[src/logic/plcmd_pkg.sv]
// constants shared by the command handler and its helpers
// assumes byte-wide command and reply streams and a 32-bit register bus
package plcmd_pkg;
    // framing bytes and command codes
    localparam logic [7:0] SOH_BYTE = 8'h01;
    localparam logic [7:0] ETX_BYTE = 8'h03;
    localparam logic [7:0] DATA_PACKET_START = 8'h81;
    localparam logic [7:0] CMD_PL_TRANSIT = 8'h72;
    localparam logic [7:0] CMD_PL_QUERY = 8'h73;
    localparam logic [7:0] CMD_AL_QUERY = 8'h75;
    localparam logic [7:0] REPLY_ERR_FLAG = 8'h80;
    // lengths
    localparam logic [7:0] LEN_TRANSIT = 8'h03;
    localparam logic [7:0] LEN_QUERY = 8'h01;
    localparam logic [7:0] LEN_SHORT_REPLY = 8'h02;
    localparam logic [7:0] LEN_STATUS_REPLY = 8'h0a;
    localparam logic [7:0] BODY_MAX = 8'h04;
    // level codes, shared by protection and authentication levels
    localparam logic [7:0] LEVEL2 = 8'h02;
    localparam logic [7:0] LEVEL1 = 8'h03;
    localparam logic [7:0] LEVEL0 = 8'h04;
    localparam logic [31:0] UNUSED_WORD = 32'hffffffff;
    // status codes; only ok has a fixed value, the rest are local choices
    localparam logic [7:0] STS_OK = 8'h00;
    localparam logic [7:0] STS_PACKET = 8'hc1;
    localparam logic [7:0] STS_CHECKSUM = 8'hc2;
    localparam logic [7:0] STS_ACCEPT = 8'hc3;
    localparam logic [7:0] STS_PARAM = 8'hc5;
    localparam logic [7:0] STS_PROTECT = 8'hda;
    localparam logic [7:0] STS_FLASH = 8'he1;
    localparam logic [7:0] STS_HARDWARE = 8'he2;
    // register map, byte offsets
    localparam logic [3:0] REG_LEVEL_STATUS = 4'h0;
    localparam logic [3:0] REG_CONTROL = 4'h4;
    localparam logic [3:0] REG_LAST_REPLY = 4'h8;
    // field positions and reset values
    localparam int ST_HUNG_BIT = 8;
    localparam int ST_ENC_BIT = 9;
    localparam int ST_BUSY_BIT = 10;
    localparam int CTRL_LIFECYCLE_BIT = 8;
    localparam logic [7:0] CTRL_AL_RESET = 8'h04;
    localparam logic CTRL_LIFECYCLE_RESET = 1'b1;
endpackage

[src/logic/level_move_table.sv]
// fixed lookup of permitted protection-level moves
// assumes level codes as in the package; purely combinational
`timescale 1ns/1ns
`default_nettype none
module level_move_table
    import plcmd_pkg::*;
(
    input wire logic [7:0] src_code,
    input wire logic [7:0] dst_code,
    input wire logic [7:0] auth_code,
    output logic reachable,
    output logic allowed
);
    // only levels 0 and 1 may leave; level 2 is final
    always_comb begin
        reachable = 1'b0;
        if ((src_code == LEVEL0 && (dst_code == LEVEL1 || dst_code == LEVEL2)) ||
            (src_code == LEVEL1 && (dst_code == LEVEL0 || dst_code == LEVEL2))) begin
            reachable = 1'b1;
        end
    end

    // any reachable move not listed here is a protection error
    always_comb begin
        allowed = 1'b0;
        if (src_code == LEVEL0 && dst_code == LEVEL1 &&
            (auth_code == LEVEL2 || auth_code == LEVEL1)) begin
            allowed = 1'b1;
        end else if (src_code == LEVEL1 && dst_code == LEVEL0 && auth_code == LEVEL1) begin
            allowed = 1'b1;
        end
    end
endmodule
`default_nettype wire

[src/logic/reply_sender.sv]
// serialises one data packet: short level reply or ten-byte status reply
// assumes the sink takes a byte on tx_valid and tx_ready both high
`timescale 1ns/1ns
`default_nettype none
module reply_sender
    import plcmd_pkg::*;
(
    input wire logic mclk,
    input wire logic rstn,
    input wire logic start,
    input wire logic short_form,
    input wire logic [7:0] reply_code,
    input wire logic [7:0] status_code,
    input wire logic [31:0] status_detail_word,
    input wire logic [7:0] level_data,
    output logic busy,
    output logic tx_valid,
    output logic [7:0] tx_data,
    input wire logic tx_ready
);
    logic [3:0] idx_q;
    logic [7:0] sum_q;
    logic short_q;
    logic [7:0] code_q, sts_q, lvl_q;
    logic [31:0] det_q;
    logic [7:0] len;
    logic [7:0] next_byte;
    logic [3:0] nidx;
    logic take;

    assign len = short_q ? LEN_SHORT_REPLY : LEN_STATUS_REPLY;
    assign take = tx_valid && tx_ready;
    assign nidx = idx_q + 4'h1;
    assign busy = tx_valid;

    // byte at position nidx; the location field is always the unused code
    always_comb begin
        next_byte = UNUSED_WORD[7:0];
        if (nidx == 4'h1) begin
            next_byte = 8'h00;
        end else if (nidx == 4'h2) begin
            next_byte = len;
        end else if (nidx == 4'h3) begin
            next_byte = code_q;
        end else if ({4'h0, nidx} == len + 8'h03) begin
            next_byte = 8'h00 - (sum_q + tx_data);
        end else if ({4'h0, nidx} == len + 8'h04) begin
            next_byte = ETX_BYTE;
        end else if (short_q) begin
            next_byte = lvl_q;
        end else if (nidx == 4'h4) begin
            next_byte = sts_q;
        end else if (nidx <= 4'h8) begin
            next_byte = det_q[8'd31 - 8'd8 * (8'(nidx) - 8'd5) -: 8];
        end
    end

    // fields are frozen for the whole packet
    always_ff @(posedge mclk) begin
        if (!rstn) begin
            short_q <= 1'b0;
            code_q <= 8'h00;
            sts_q <= 8'h00;
            lvl_q <= 8'h00;
            det_q <= 32'h00000000;
        end else if (start && !tx_valid) begin
            short_q <= short_form;
            code_q <= reply_code;
            sts_q <= status_code;
            lvl_q <= level_data;
            det_q <= status_detail_word;
        end
    end

    // byte sequencer with running sum over length, code and payload
    always_ff @(posedge mclk) begin
        if (!rstn) begin
            tx_valid <= 1'b0;
            tx_data <= 8'h00;
            idx_q <= 4'h0;
            sum_q <= 8'h00;
        end else if (start && !tx_valid) begin
            tx_valid <= 1'b1;
            tx_data <= DATA_PACKET_START;
            idx_q <= 4'h0;
            sum_q <= 8'h00;
        end else if (take) begin
            if ({4'h0, idx_q} == len + 8'h04) begin
                tx_valid <= 1'b0;
            end else begin
                tx_data <= next_byte;
                idx_q <= nidx;
                if (idx_q != 4'h0) begin
                    sum_q <= sum_q + tx_data;
                end
            end
        end
    end
endmodule
`default_nettype wire

[src/logic/protection_level_cmd_handler.sv]
// boot-mode handler for protection and authentication level commands
// assumes byte streams, a flash sequencer port and an avalon master
// Contract
// - report only highest priority error
// - unused code in detail and location fields
// - flash error carries flash status detail
// - lifecycle forbids transit: acceptance error
// - pending encrypted write refuses every command
// - source code mismatch: parameter error
// - unreachable destination: parameter error
// - insufficient authentication: protection error
// - invalid read-back level: hardware error
// - wait for header byte, drop others
// - missing trailer: packet error
// - wrong checksum: checksum error
// - wrong length bytes: packet error
// - errors skip execution, back to waiting
// - level query replies code and level
// - level codes 02h, 03h, 04h
// - failed query: status reply form
// - after flash error keep serving
// - after hardware error stop responding
`timescale 1ns/1ns
`default_nettype none
module protection_level_cmd_handler
    import plcmd_pkg::*;
(
    input wire logic mclk,
    input wire logic rstn,
    input wire logic rx_valid,
    input wire logic [7:0] rx_data,
    output logic rx_ready,
    output logic tx_valid,
    output logic [7:0] tx_data,
    input wire logic tx_ready,
    output logic flash_req,
    output logic [7:0] flash_code,
    input wire logic flash_done,
    input wire logic flash_err,
    input wire logic [31:0] flash_status,
    input wire logic [7:0] current_protect_code,
    input wire logic enc_write_done,
    input wire logic [3:0] avs_address,
    input wire logic avs_read,
    input wire logic avs_write,
    input wire logic [31:0] avs_writedata,
    input wire logic [3:0] avs_byteenable,
    output logic [31:0] avs_readdata,
    output logic avs_waitrequest
);
    import plcmd_pkg::*;

    typedef enum logic [3:0] {
        S_WAIT_SOH = 4'h0,
        S_LEN_H = 4'h1,
        S_LEN_L = 4'h3,
        S_BODY = 4'h2,
        S_SUM = 4'h6,
        S_ETX = 4'h7,
        S_CHECK = 4'h5,
        S_FLASH = 4'h4,
        S_REPLY = 4'hc,
        S_HUNG = 4'hd
    } state_t;

    state_t state_q;
    logic [7:0] lnh_q, len_q, sum_q;
    logic [1:0] cnt_q;
    logic [7:0] body_q [0:3];
    logic fmt_bad_q, etx_bad_q;
    logic hang_q, enc_pending_q, start_q;
    logic [7:0] auth_level_q;
    logic lifecycle_ok_q;
    logic rep_short_q;
    logic [7:0] rep_code_q, rep_status_q, rep_level_q;
    logic [31:0] rep_detail_q;
    logic ack_q;
    logic accept, busy, reachable, allowed;
    logic [7:0] cmd, src, dst;
    logic chk_err, chk_go;
    logic [7:0] chk_status;
    logic bad_level, len_bad;

    assign cmd = body_q[0];
    assign src = body_q[1];
    assign dst = body_q[2];
    // hung state swallows bytes silently
    assign rx_ready = !(state_q inside {S_CHECK, S_FLASH, S_REPLY});
    assign accept = rx_valid && rx_ready;
    assign flash_req = (state_q == S_FLASH);
    assign flash_code = dst;
    assign bad_level = current_protect_code != LEVEL0 && current_protect_code != LEVEL1 &&
                       current_protect_code != LEVEL2;
    assign len_bad = lnh_q != 8'h00 || rx_data == 8'h00 || rx_data > BODY_MAX;

    level_move_table u_table (
        .src_code(current_protect_code),
        .dst_code(dst),
        .auth_code(auth_level_q),
        .reachable(reachable),
        .allowed(allowed)
    );

    reply_sender u_sender (
        .mclk(mclk),
        .rstn(rstn),
        .start(start_q),
        .short_form(rep_short_q),
        .reply_code(rep_code_q),
        .status_code(rep_status_q),
        .status_detail_word(rep_detail_q),
        .level_data(rep_level_q),
        .busy(busy),
        .tx_valid(tx_valid),
        .tx_data(tx_data),
        .tx_ready(tx_ready)
    );

    // ranked checks; the first hit wins
    always_comb begin
        chk_err = 1'b1;
        chk_go = 1'b0;
        chk_status = STS_OK;
        if (etx_bad_q) begin
            chk_status = STS_PACKET;
        end else if (sum_q != 8'h00) begin
            chk_status = STS_CHECKSUM;
        end else if (fmt_bad_q) begin
            chk_status = STS_PACKET;
        end else if (!((cmd == CMD_PL_TRANSIT && len_q == LEN_TRANSIT) ||
                       ((cmd == CMD_PL_QUERY || cmd == CMD_AL_QUERY) &&
                        len_q == LEN_QUERY))) begin
            chk_status = STS_PACKET;
        end else if (cmd == CMD_PL_TRANSIT && !lifecycle_ok_q) begin
            chk_status = STS_ACCEPT;
        end else if (enc_pending_q) begin
            chk_status = STS_ACCEPT;
        end else if (cmd != CMD_PL_TRANSIT) begin
            chk_err = 1'b0;
        end else if (src != current_protect_code) begin
            chk_status = STS_PARAM;
        end else if (!reachable) begin
            chk_status = STS_PARAM;
        end else if (!allowed) begin
            chk_status = STS_PROTECT;
        end else begin
            chk_err = 1'b0;
            chk_go = 1'b1;
        end
    end

    // packet framing and command sequencing
    always_ff @(posedge mclk) begin
        if (!rstn) begin
            state_q <= S_WAIT_SOH;
            lnh_q <= 8'h00;
            len_q <= 8'h00;
            sum_q <= 8'h00;
            cnt_q <= 2'b00;
            fmt_bad_q <= 1'b0;
            etx_bad_q <= 1'b0;
            hang_q <= 1'b0;
            start_q <= 1'b0;
        end else begin
            start_q <= 1'b0;
            unique case (state_q)
                S_WAIT_SOH: begin
                    if (accept && rx_data == SOH_BYTE) begin
                        state_q <= S_LEN_H;
                    end
                end
                S_LEN_H: begin
                    if (accept) begin
                        lnh_q <= rx_data;
                        sum_q <= rx_data;
                        state_q <= S_LEN_L;
                    end
                end
                S_LEN_L: begin
                    if (accept) begin
                        len_q <= rx_data;
                        sum_q <= sum_q + rx_data;
                        cnt_q <= 2'b00;
                        // a bad length cannot size the body, so go straight to the sum
                        fmt_bad_q <= len_bad;
                        state_q <= len_bad ? S_SUM : S_BODY;
                    end
                end
                S_BODY: begin
                    if (accept) begin
                        sum_q <= sum_q + rx_data;
                        cnt_q <= cnt_q + 2'b01;
                        if ({6'h00, cnt_q} == len_q - 8'h01) begin
                            state_q <= S_SUM;
                        end
                    end
                end
                S_SUM: begin
                    if (accept) begin
                        sum_q <= sum_q + rx_data;
                        state_q <= S_ETX;
                    end
                end
                S_ETX: begin
                    if (accept) begin
                        etx_bad_q <= rx_data != ETX_BYTE;
                        state_q <= S_CHECK;
                    end
                end
                S_CHECK: begin
                    if (chk_go) begin
                        state_q <= S_FLASH;
                    end else begin
                        start_q <= 1'b1;
                        state_q <= S_REPLY;
                    end
                end
                S_FLASH: begin
                    if (flash_done) begin
                        // invalid read-back only matters once the flash reports clean
                        hang_q <= !flash_err && bad_level;
                        start_q <= 1'b1;
                        state_q <= S_REPLY;
                    end
                end
                S_REPLY: begin
                    if (!start_q && !busy) begin
                        state_q <= hang_q ? S_HUNG : S_WAIT_SOH;
                    end
                end
                S_HUNG: begin
                    state_q <= S_HUNG;
                end
                default: begin
                    state_q <= S_WAIT_SOH;
                end
            endcase
        end
    end

    // a skipped body leaves command 00h, read as unknown
    always_ff @(posedge mclk) begin
        if (!rstn) begin
            for (int i = 0; i < 4; i++) begin
                body_q[i] <= 8'h00;
            end
        end else if (state_q == S_WAIT_SOH && accept) begin
            body_q[0] <= 8'h00;
        end else if (state_q == S_BODY && accept) begin
            body_q[cnt_q] <= rx_data;
        end
    end

    // reply fields for the sender
    always_ff @(posedge mclk) begin
        if (!rstn) begin
            rep_short_q <= 1'b0;
            rep_code_q <= 8'h00;
            rep_status_q <= STS_OK;
            rep_level_q <= 8'h00;
            rep_detail_q <= UNUSED_WORD;
        end else if (state_q == S_CHECK && !chk_go) begin
            rep_short_q <= !chk_err && cmd != CMD_PL_TRANSIT;
            rep_code_q <= chk_err ? (cmd | REPLY_ERR_FLAG) : cmd;
            rep_status_q <= chk_status;
            rep_detail_q <= UNUSED_WORD;
            rep_level_q <= (cmd == CMD_AL_QUERY) ? auth_level_q :
                           current_protect_code;
        end else if (state_q == S_FLASH && flash_done) begin
            rep_short_q <= 1'b0;
            if (flash_err) begin
                rep_code_q <= cmd | REPLY_ERR_FLAG;
                rep_status_q <= STS_FLASH;
                rep_detail_q <= flash_status;
            end else if (bad_level) begin
                rep_code_q <= cmd | REPLY_ERR_FLAG;
                rep_status_q <= STS_HARDWARE;
                rep_detail_q <= UNUSED_WORD;
            end else begin
                rep_code_q <= cmd;
                rep_status_q <= STS_OK;
                rep_detail_q <= UNUSED_WORD;
            end
        end
    end

    // encrypted-write marker only a device reset clears
    always_ff @(posedge mclk) begin
        if (!rstn) begin
            enc_pending_q <= 1'b0;
        end else if (enc_write_done) begin
            enc_pending_q <= 1'b1;
        end
    end

    // avalon slave: one wait cycle, then the answer
    assign avs_waitrequest = (avs_read || avs_write) && !ack_q;

    always_ff @(posedge mclk) begin
        if (!rstn) begin
            ack_q <= 1'b0;
        end else begin
            ack_q <= (avs_read || avs_write) && !ack_q;
        end
    end

    // control register writes on the accepting edge only
    always_ff @(posedge mclk) begin
        if (!rstn) begin
            auth_level_q <= CTRL_AL_RESET;
            lifecycle_ok_q <= CTRL_LIFECYCLE_RESET;
        end else if (avs_write && ack_q && avs_address == REG_CONTROL) begin
            if (avs_byteenable[0]) begin
                auth_level_q <= avs_writedata[7:0];
            end
            if (avs_byteenable[1]) begin
                lifecycle_ok_q <= avs_writedata[CTRL_LIFECYCLE_BIT];
            end
        end
    end

    // read data captured in the wait cycle; unmapped offsets read zero
    always_ff @(posedge mclk) begin
        if (!rstn) begin
            avs_readdata <= 32'h00000000;
        end else if (avs_read && !ack_q) begin
            avs_readdata <= 32'h00000000;
            unique case (avs_address)
                REG_LEVEL_STATUS: begin
                    avs_readdata[7:0] <= current_protect_code;
                    avs_readdata[ST_HUNG_BIT] <= hang_q;
                    avs_readdata[ST_ENC_BIT] <= enc_pending_q;
                    avs_readdata[ST_BUSY_BIT] <= state_q != S_WAIT_SOH;
                end
                REG_CONTROL: begin
                    avs_readdata[7:0] <= auth_level_q;
                    avs_readdata[CTRL_LIFECYCLE_BIT] <= lifecycle_ok_q;
                end
                REG_LAST_REPLY: begin
                    avs_readdata[15:0] <= {rep_code_q, rep_status_q};
                end
                default: begin
                    avs_readdata <= 32'h00000000;
                end
            endcase
        end
    end
endmodule
`default_nettype wire

[config.mk]
export PLATFORM = sky130hd
export DESIGN_NAME = protection_level_cmd_handler
export DESIGN_NICKNAME = d
export VERILOG_FILES = /design/src/logic/plcmd_pkg.sv /design/src/logic/level_move_table.sv /design/src/logic/reply_sender.sv /design/src/logic/protection_level_cmd_handler.sv
export SDC_FILE = /design/constraint.sdc
export NUM_CORES = 1
export LEC_CHECK = 0
export BUFFER_PORTS_ARGS = -buffer_cell sky130_fd_sc_hd__buf_4
export CAP_MARGIN = 20
export CORE_ASPECT_RATIO = 0.9
export CORE_MARGIN = 2
export CORE_UTILIZATION = 52
export CTS_CLUSTER_SIZE = 20
export DETAILED_ROUTE_END_ITERATION = 16
export PLACE_DENSITY = 0.83
export SLEW_MARGIN = 0
export SYNTH_ARGS = -nofsm -noshare
export SYNTH_HDL_FRONTEND = slang
export SYNTH_SLANG_ARGS = --single-unit
[constraint.sdc]
create_clock -name mclk -period 2.7 [get_ports mclk]
set_input_delay 0.27 -clock mclk [delete_from_list [all_inputs] [get_ports mclk]]
set_output_delay 0.27 -clock mclk [all_outputs]
set_load 0.05 [all_outputs]
* Yosys cells after proc, flatten, opt, wreduce, memory -nomap -nowiden
Memories as Yosys holds them, arrays and structs flattened.
Index checks and enable logic that the tools add are counted.
** Word-level totals
- Bits in read-only memories :: 0
- Input bits :: 97
- Latch bits :: 0
- Memory bits (writable) :: 32
- Output and inout bits :: 52
- Memories :: 1
- Register bits after elaboration :: 196
- Word-level logic and storage cells :: 266
** Memory list
- body_q :: words 4, width 8, rd ports 3, clocked after Yosys merged registers in 0, wr ports 4, line protection_level_cmd_handler.sv:69 : logic [7:0] body_q [0:3];
** Cells by class
- Multiplexer cells :: 98
- Multiply operators :: 0
- Bitwise operators :: 3
- Shift-type cells :: 1
- $lt $le $gt $ge :: 2
- $add $sub $neg :: 10
- Reduce and logical (&&, ||, !) cells :: 73
- Equal/unequal tests :: 49
- Divide/modulo/power cells :: 0
** Operators with widths (number)
- $mux 8 :: 35
- $eq 8x2->1 const B :: 6
- $mux 4 :: 12
- $pmux 4 s10 :: 1
- $mux 1 :: 39
- $shiftx 39x9->8 :: 1
- $mux 32 :: 1
- $pmux 9 s3 :: 1
- $logic_and 1x1->1 :: 26
- $eq 4x3->1 const B :: 6
- $eq 4x8->1 :: 3
- $eq 8x7->1 const B :: 3
- $ne 8x2->1 const B :: 3
- $reduce_and 2->1 :: 9
- $add 8x8->8 :: 2
- $eq 4x2->1 const B :: 4
- $eq 8x1->1 const B :: 2
- $eq 8x3->1 const B :: 2
- $pmux 8 s2 :: 1
- $reduce_bool 8->1 :: 2
- $ne 2x2->1 const B :: 7
- $eq 4x4->1 const B :: 3
- $reduce_bool 2->1 :: 5
- $logic_or 1x1->1 :: 9
- 33 further kinds :: 53

* Longest topological paths before layout
An unclocked memory read counts as a cell.
- Depth after elaboration :: 19
- Gate-level depth with buffers :: 10
- Depth with buffers taken out :: 10

* Cells and area by module
From an unflattened synthesis, not the netlist that was laid out.
** Second synthesis, totals
- Cells, all modules :: 1291
- Area total of the unflattened synthesis :: 11131.9 um^2
** By module, submodules not included
- protection_level_cmd_handler :: instances 1, area an instance 6746.5 um^2, cells each 754, sequential area each 3042.9 um^2
- reply_sender :: instances 1, area an instance 4257.8 um^2, cells each 519, sequential area each 1561.5 um^2
- level_move_table :: instances 1, area an instance 127.6 um^2, cells each 18, sequential area each 0.0 um^2

* Worst setup path after synthesis
No wires, ideal clock.
- Path kind :: reg-to-reg
- Start :: reg state_q[3]
- End :: reg rep_detail_q[12]
- Period minus slack after synthesis :: 3.030 ns
- Setup time :: 0.119 ns
- Path buffers :: 4
- Required time :: 2.581 ns
- Arrival :: 2.911 ns
- Slack :: -0.330 ns
- Cell stages (with the launch flop) :: 11
- Path through :: dfxtp_1 > clkbuf_1 > nand2b_1 > nor3_1 > and2_1 > clkbuf_1 > buf_2 > buf_2 > nand3b_1 > o21ai_0 > nand2_1
** On the way
- Elaborated cells on any way between the ends :: 5
- Classes of those cells :: eq/ne (2); reduce/logical (3)
** RTL lines
- start, declared :: line protection_level_cmd_handler.sv:66 : state_t state_q;
- start signal, assigned :: line protection_level_cmd_handler.sv:186 : state_q <= len_bad ? S_SUM : S_BODY;
- start signal, assigned :: line protection_level_cmd_handler.sv:228 : state_q <= hang_q ? S_HUNG : S_WAIT_SOH;
- $eq 4x3->1
- via flash_req :: line protection_level_cmd_handler.sv:36 : output logic flash_req,
- $logic_and 1x1->1 :: line protection_level_cmd_handler.sv:269 : end else if (state_q == S_FLASH && flash_done) begin
- end signal, assigned :: line protection_level_cmd_handler.sv:274 : rep_detail_q <= flash_status;
- end, declared :: line protection_level_cmd_handler.sv:76 : logic [31:0] rep_detail_q;
The timed path passes the listed nets, and every way through them passes these cells.
A chain may end at the register's enable or synchronous reset.

==> run metrics <==
outcome=complete, no violations; Port Buffers=107; ANT nets after route=0; Rows=49; Worst Path Required=approximately 3.1 ns; most used standard cell by instance count after synthesis=nand2_1; Vias=roughly 9500; grt total ovfl=0; Fmax achieved=between 300 and 400 MHz; crit share post-route=roughly 96%; Top-Level Pins=149; ys async rst share=0%; top cell type's share of synthesized area=between 30% and 40%; DRT Pass-1 Iters=7; met1 Resource Use GR=between 30% and 40%; post-layout util=between 60% and 70%; die width=155 um; Yosys cell types=between 80 and 90; Post-CTS Setup Bufs=0; met2 global-route usage=between 30% and 40%; CP startpoint kind=flip-flop; Setup TNS=0 ns; fin cells=approximately 1600; Worst-Skew Late Latency=0.51 ns; Data arrival, critical path=roughly 3 ns; Tot GR Track Use=between 20 and 25%; clock skew=between 0.01 and 0.015 ns; Post-synth EDFFs=24; GPL Wtd Cong=about 0.90; Hold Path Class=in2reg; synthesized instance count=around 1300; # Max-Cap Violations=0; Max H-tree Level=1; share of layout cells above drive strength 1=~16%; DR vias/cell=5.85; Peak supply drop=a little over 400 uV; vias in the first global route=roughly 9000; Die H=140 um; pin count of the biggest net entering global routing=65; final number of hold-violating endpoints=0; HPWL Detailed=around 19000 um; mapped cell area=around 0.011 sq mm; biggest area consumer among synthesized cells=dfxtp_1; drt wl/cell=about 17 um; ys flop type=dfxtp_1; Lkg Pwr=4.85 nW; die area=~0.022 sq mm; Seq/Total Area, Yosys=a little over two fifths; Sink Count=216; DP Cell Count=approximately 1600; Commonest cells post-synth=nand2_1, dfxtp_1, a21oi_1, nor2_1, o21ai_0; Pwr per Cell Area=around 550 mW/mm^2; antenna cells=0; clock transition at the registers of the reported paths=0.06 ns; first-pass GRT wire length=44300 um; Setup violations, final=0; worst path cell trace=nor3b_1, a32o_1, nand3_1, nor4_4, a21oi_4, nor2_8, mux2i_1; fin. max-slew vios=0; critical path fanouts, max=10; Pwr Total=~7 mW; CTS tree=built; Root Driver=clkbuf_16; Inserted Clock Buffers=24; Tightest Pin Transition=between 0.6 and 0.7 ns; kind of end point of the critical path=flip-flop; Mapped Avg Cell Area=about 8.5 sq um; Area Growth Syn to Fin=17.9%; GRT Max-Usage Layer=met2; Starting Density=between 50% and 60%; Max-slew headroom=54.2%; Final nets=~1500; Final Critical Period=approximately 2.6 ns; initial antenna violation count=0; DRC viols=0; Setup CP Type=reg2reg; Crit path largest cell delay=~0.51 ns; worst-case clock buffer depth=3; top cells by area, synth=dfxtp_1, nand2_1, edfxtp_1; setup repair after global routing missed its margin=yes; Yosys warning count=0; synthesis-stage register bit count=~220; final WL=around 27000 um; Critical Path Slowest Stage Cell=nor3b_1; DR iter-0 viols=1039; met3 usage=3.43%; core box area=0.0200 sq mm
[metrics by stage]
step                      hold WS (ns)  worst slack, ns  area [sq um]
final                           0.0251            0.115         12600
after global routing            0.0154        -0.000458         12600
after CTS                      0.00177           0.0309         12600
after detailed placement         0.444           0.0786         11700
after global placement           0.439            0.170         11700
after floorplan                  0.371           0.0638         10800
[critical path: cells and delay by family, from the launching register on]
kind / cells / cell delay [ns]
simple gates: 4 / 1.30
flops: 1 / 0.48
mux: 1 / 0.25
compound gates: 2 / 0.46
[flip-flops by register name (all words and copies together), names as in the netlist, 2 cells and up]
| signal | flops |
|---|---|
| avs_readdata | 16 |
| rep_status_q | 6 |
| u_sender.code_q | 8 |
| rep_detail_q | 32 |
| u_sender.sts_q | 6 |
| lnh_q | 8 |
| state_q | 4 |
| rep_level_q | 8 |
| sum_q | 8 |
| u_sender.det_q | 32 |
| rep_code_q | 8 |
| len_q | 8 |
| body_q | 24 |
| u_sender.tx_data | 8 |
| auth_level_q | 8 |
| u_sender.idx_q | 4 |
| cnt_q | 2 |
| u_sender.sum_q | 8 |
| u_sender.lvl_q | 8 |
[layout by cell type (no fill, tap or decap), types with 9 or more instances in the layout]
cell type  count
and2_1        27
mux2i_1       41
a21oi_1      116
nor4_1        14
a222oi_1       9
xor2_1        19
nand2b_1      11
nand3b_1      35
conb_1        16
nor3_1        32
a211oi_1      18
dfxtp_1      191
nand3_1       23
o21ai_0       66
buf_4        135
nand2_1      234
nor2_1       102
edfxtp_1      24
ha_1          26
xnor2_1       12
inv_1         19
clkbuf_16     25
[metal layers]
metal	vias to the layer above	wire, um
li1	4604	-
met1	4440	12000
met2	395	12500
met3	46	2090
met4	0	524
met5	-	0
[timing repair]
action / in CTS / in global routing
endpoints found under the setup margin: 0 / 5
hold buffers: 5 / 0
gates resized for setup: 0 / 3
hold endpoints to repair: 5 / 0
[power breakdown]
| group | leakage, nW | internal (mW) | total [mW] | switching (mW) |
|---|---|---|---|---|
| Combinational | 2.65 | 0.160 | 0.448 | 0.287 |
| Sequential | 1.80 | 3.27 | 3.29 | 0.0261 |
| Clock | 0.400 | 1.96 | 3.25 | 1.29 |
[final timing paths]
path,startpoint,end,slack (ns),cells past startpoint
worst max-delay path,body_q[0][2],rep_code_q[3],0.12,7
worst min-delay path,rx_data[1],etx_bad_q,0.03,2
worst max register to register,body_q[0][2],rep_code_q[3],0.12,7
worst min register to register,u_sender.det_q[4],u_sender.det_q[4],0.45,2
[cell families (layout without fill, tap and decap cells)]
| logic type | Yosys count | in the layout | share of synthesized area, % |
|---|---|---|---|
| adder cells (fa/ha/maj) | 28 | 28 | 3.42 |
| XOR/XNOR | 32 | 32 | 2.62 |
| buffers and inverters | 112 | 208 | 4.82 |
| flip-flops | 216 | 216 | 42.7 |
| multiplexers | 51 | 51 | 5.72 |
| AND/OR/NAND/NOR | 532 | 532 | 23.9 |
| AO/OA/AOI/OAI | 284 | 284 | 16.8 |
| other | 1 | 16 | 0.0351 |
[final cells by class]
type	instances	area (sq um)
Multi-Input combinational cell	943	5730
Inverter	21	80.1
Clock buffer	37	732
Fill cell	1618	7430
Tap cell	255	319
Timing Repair Buffer	143	1120
Clock inverter	7	67.6
Sequential cell	216	4570
Note: power is estimated with default switching activity, not from simulation.
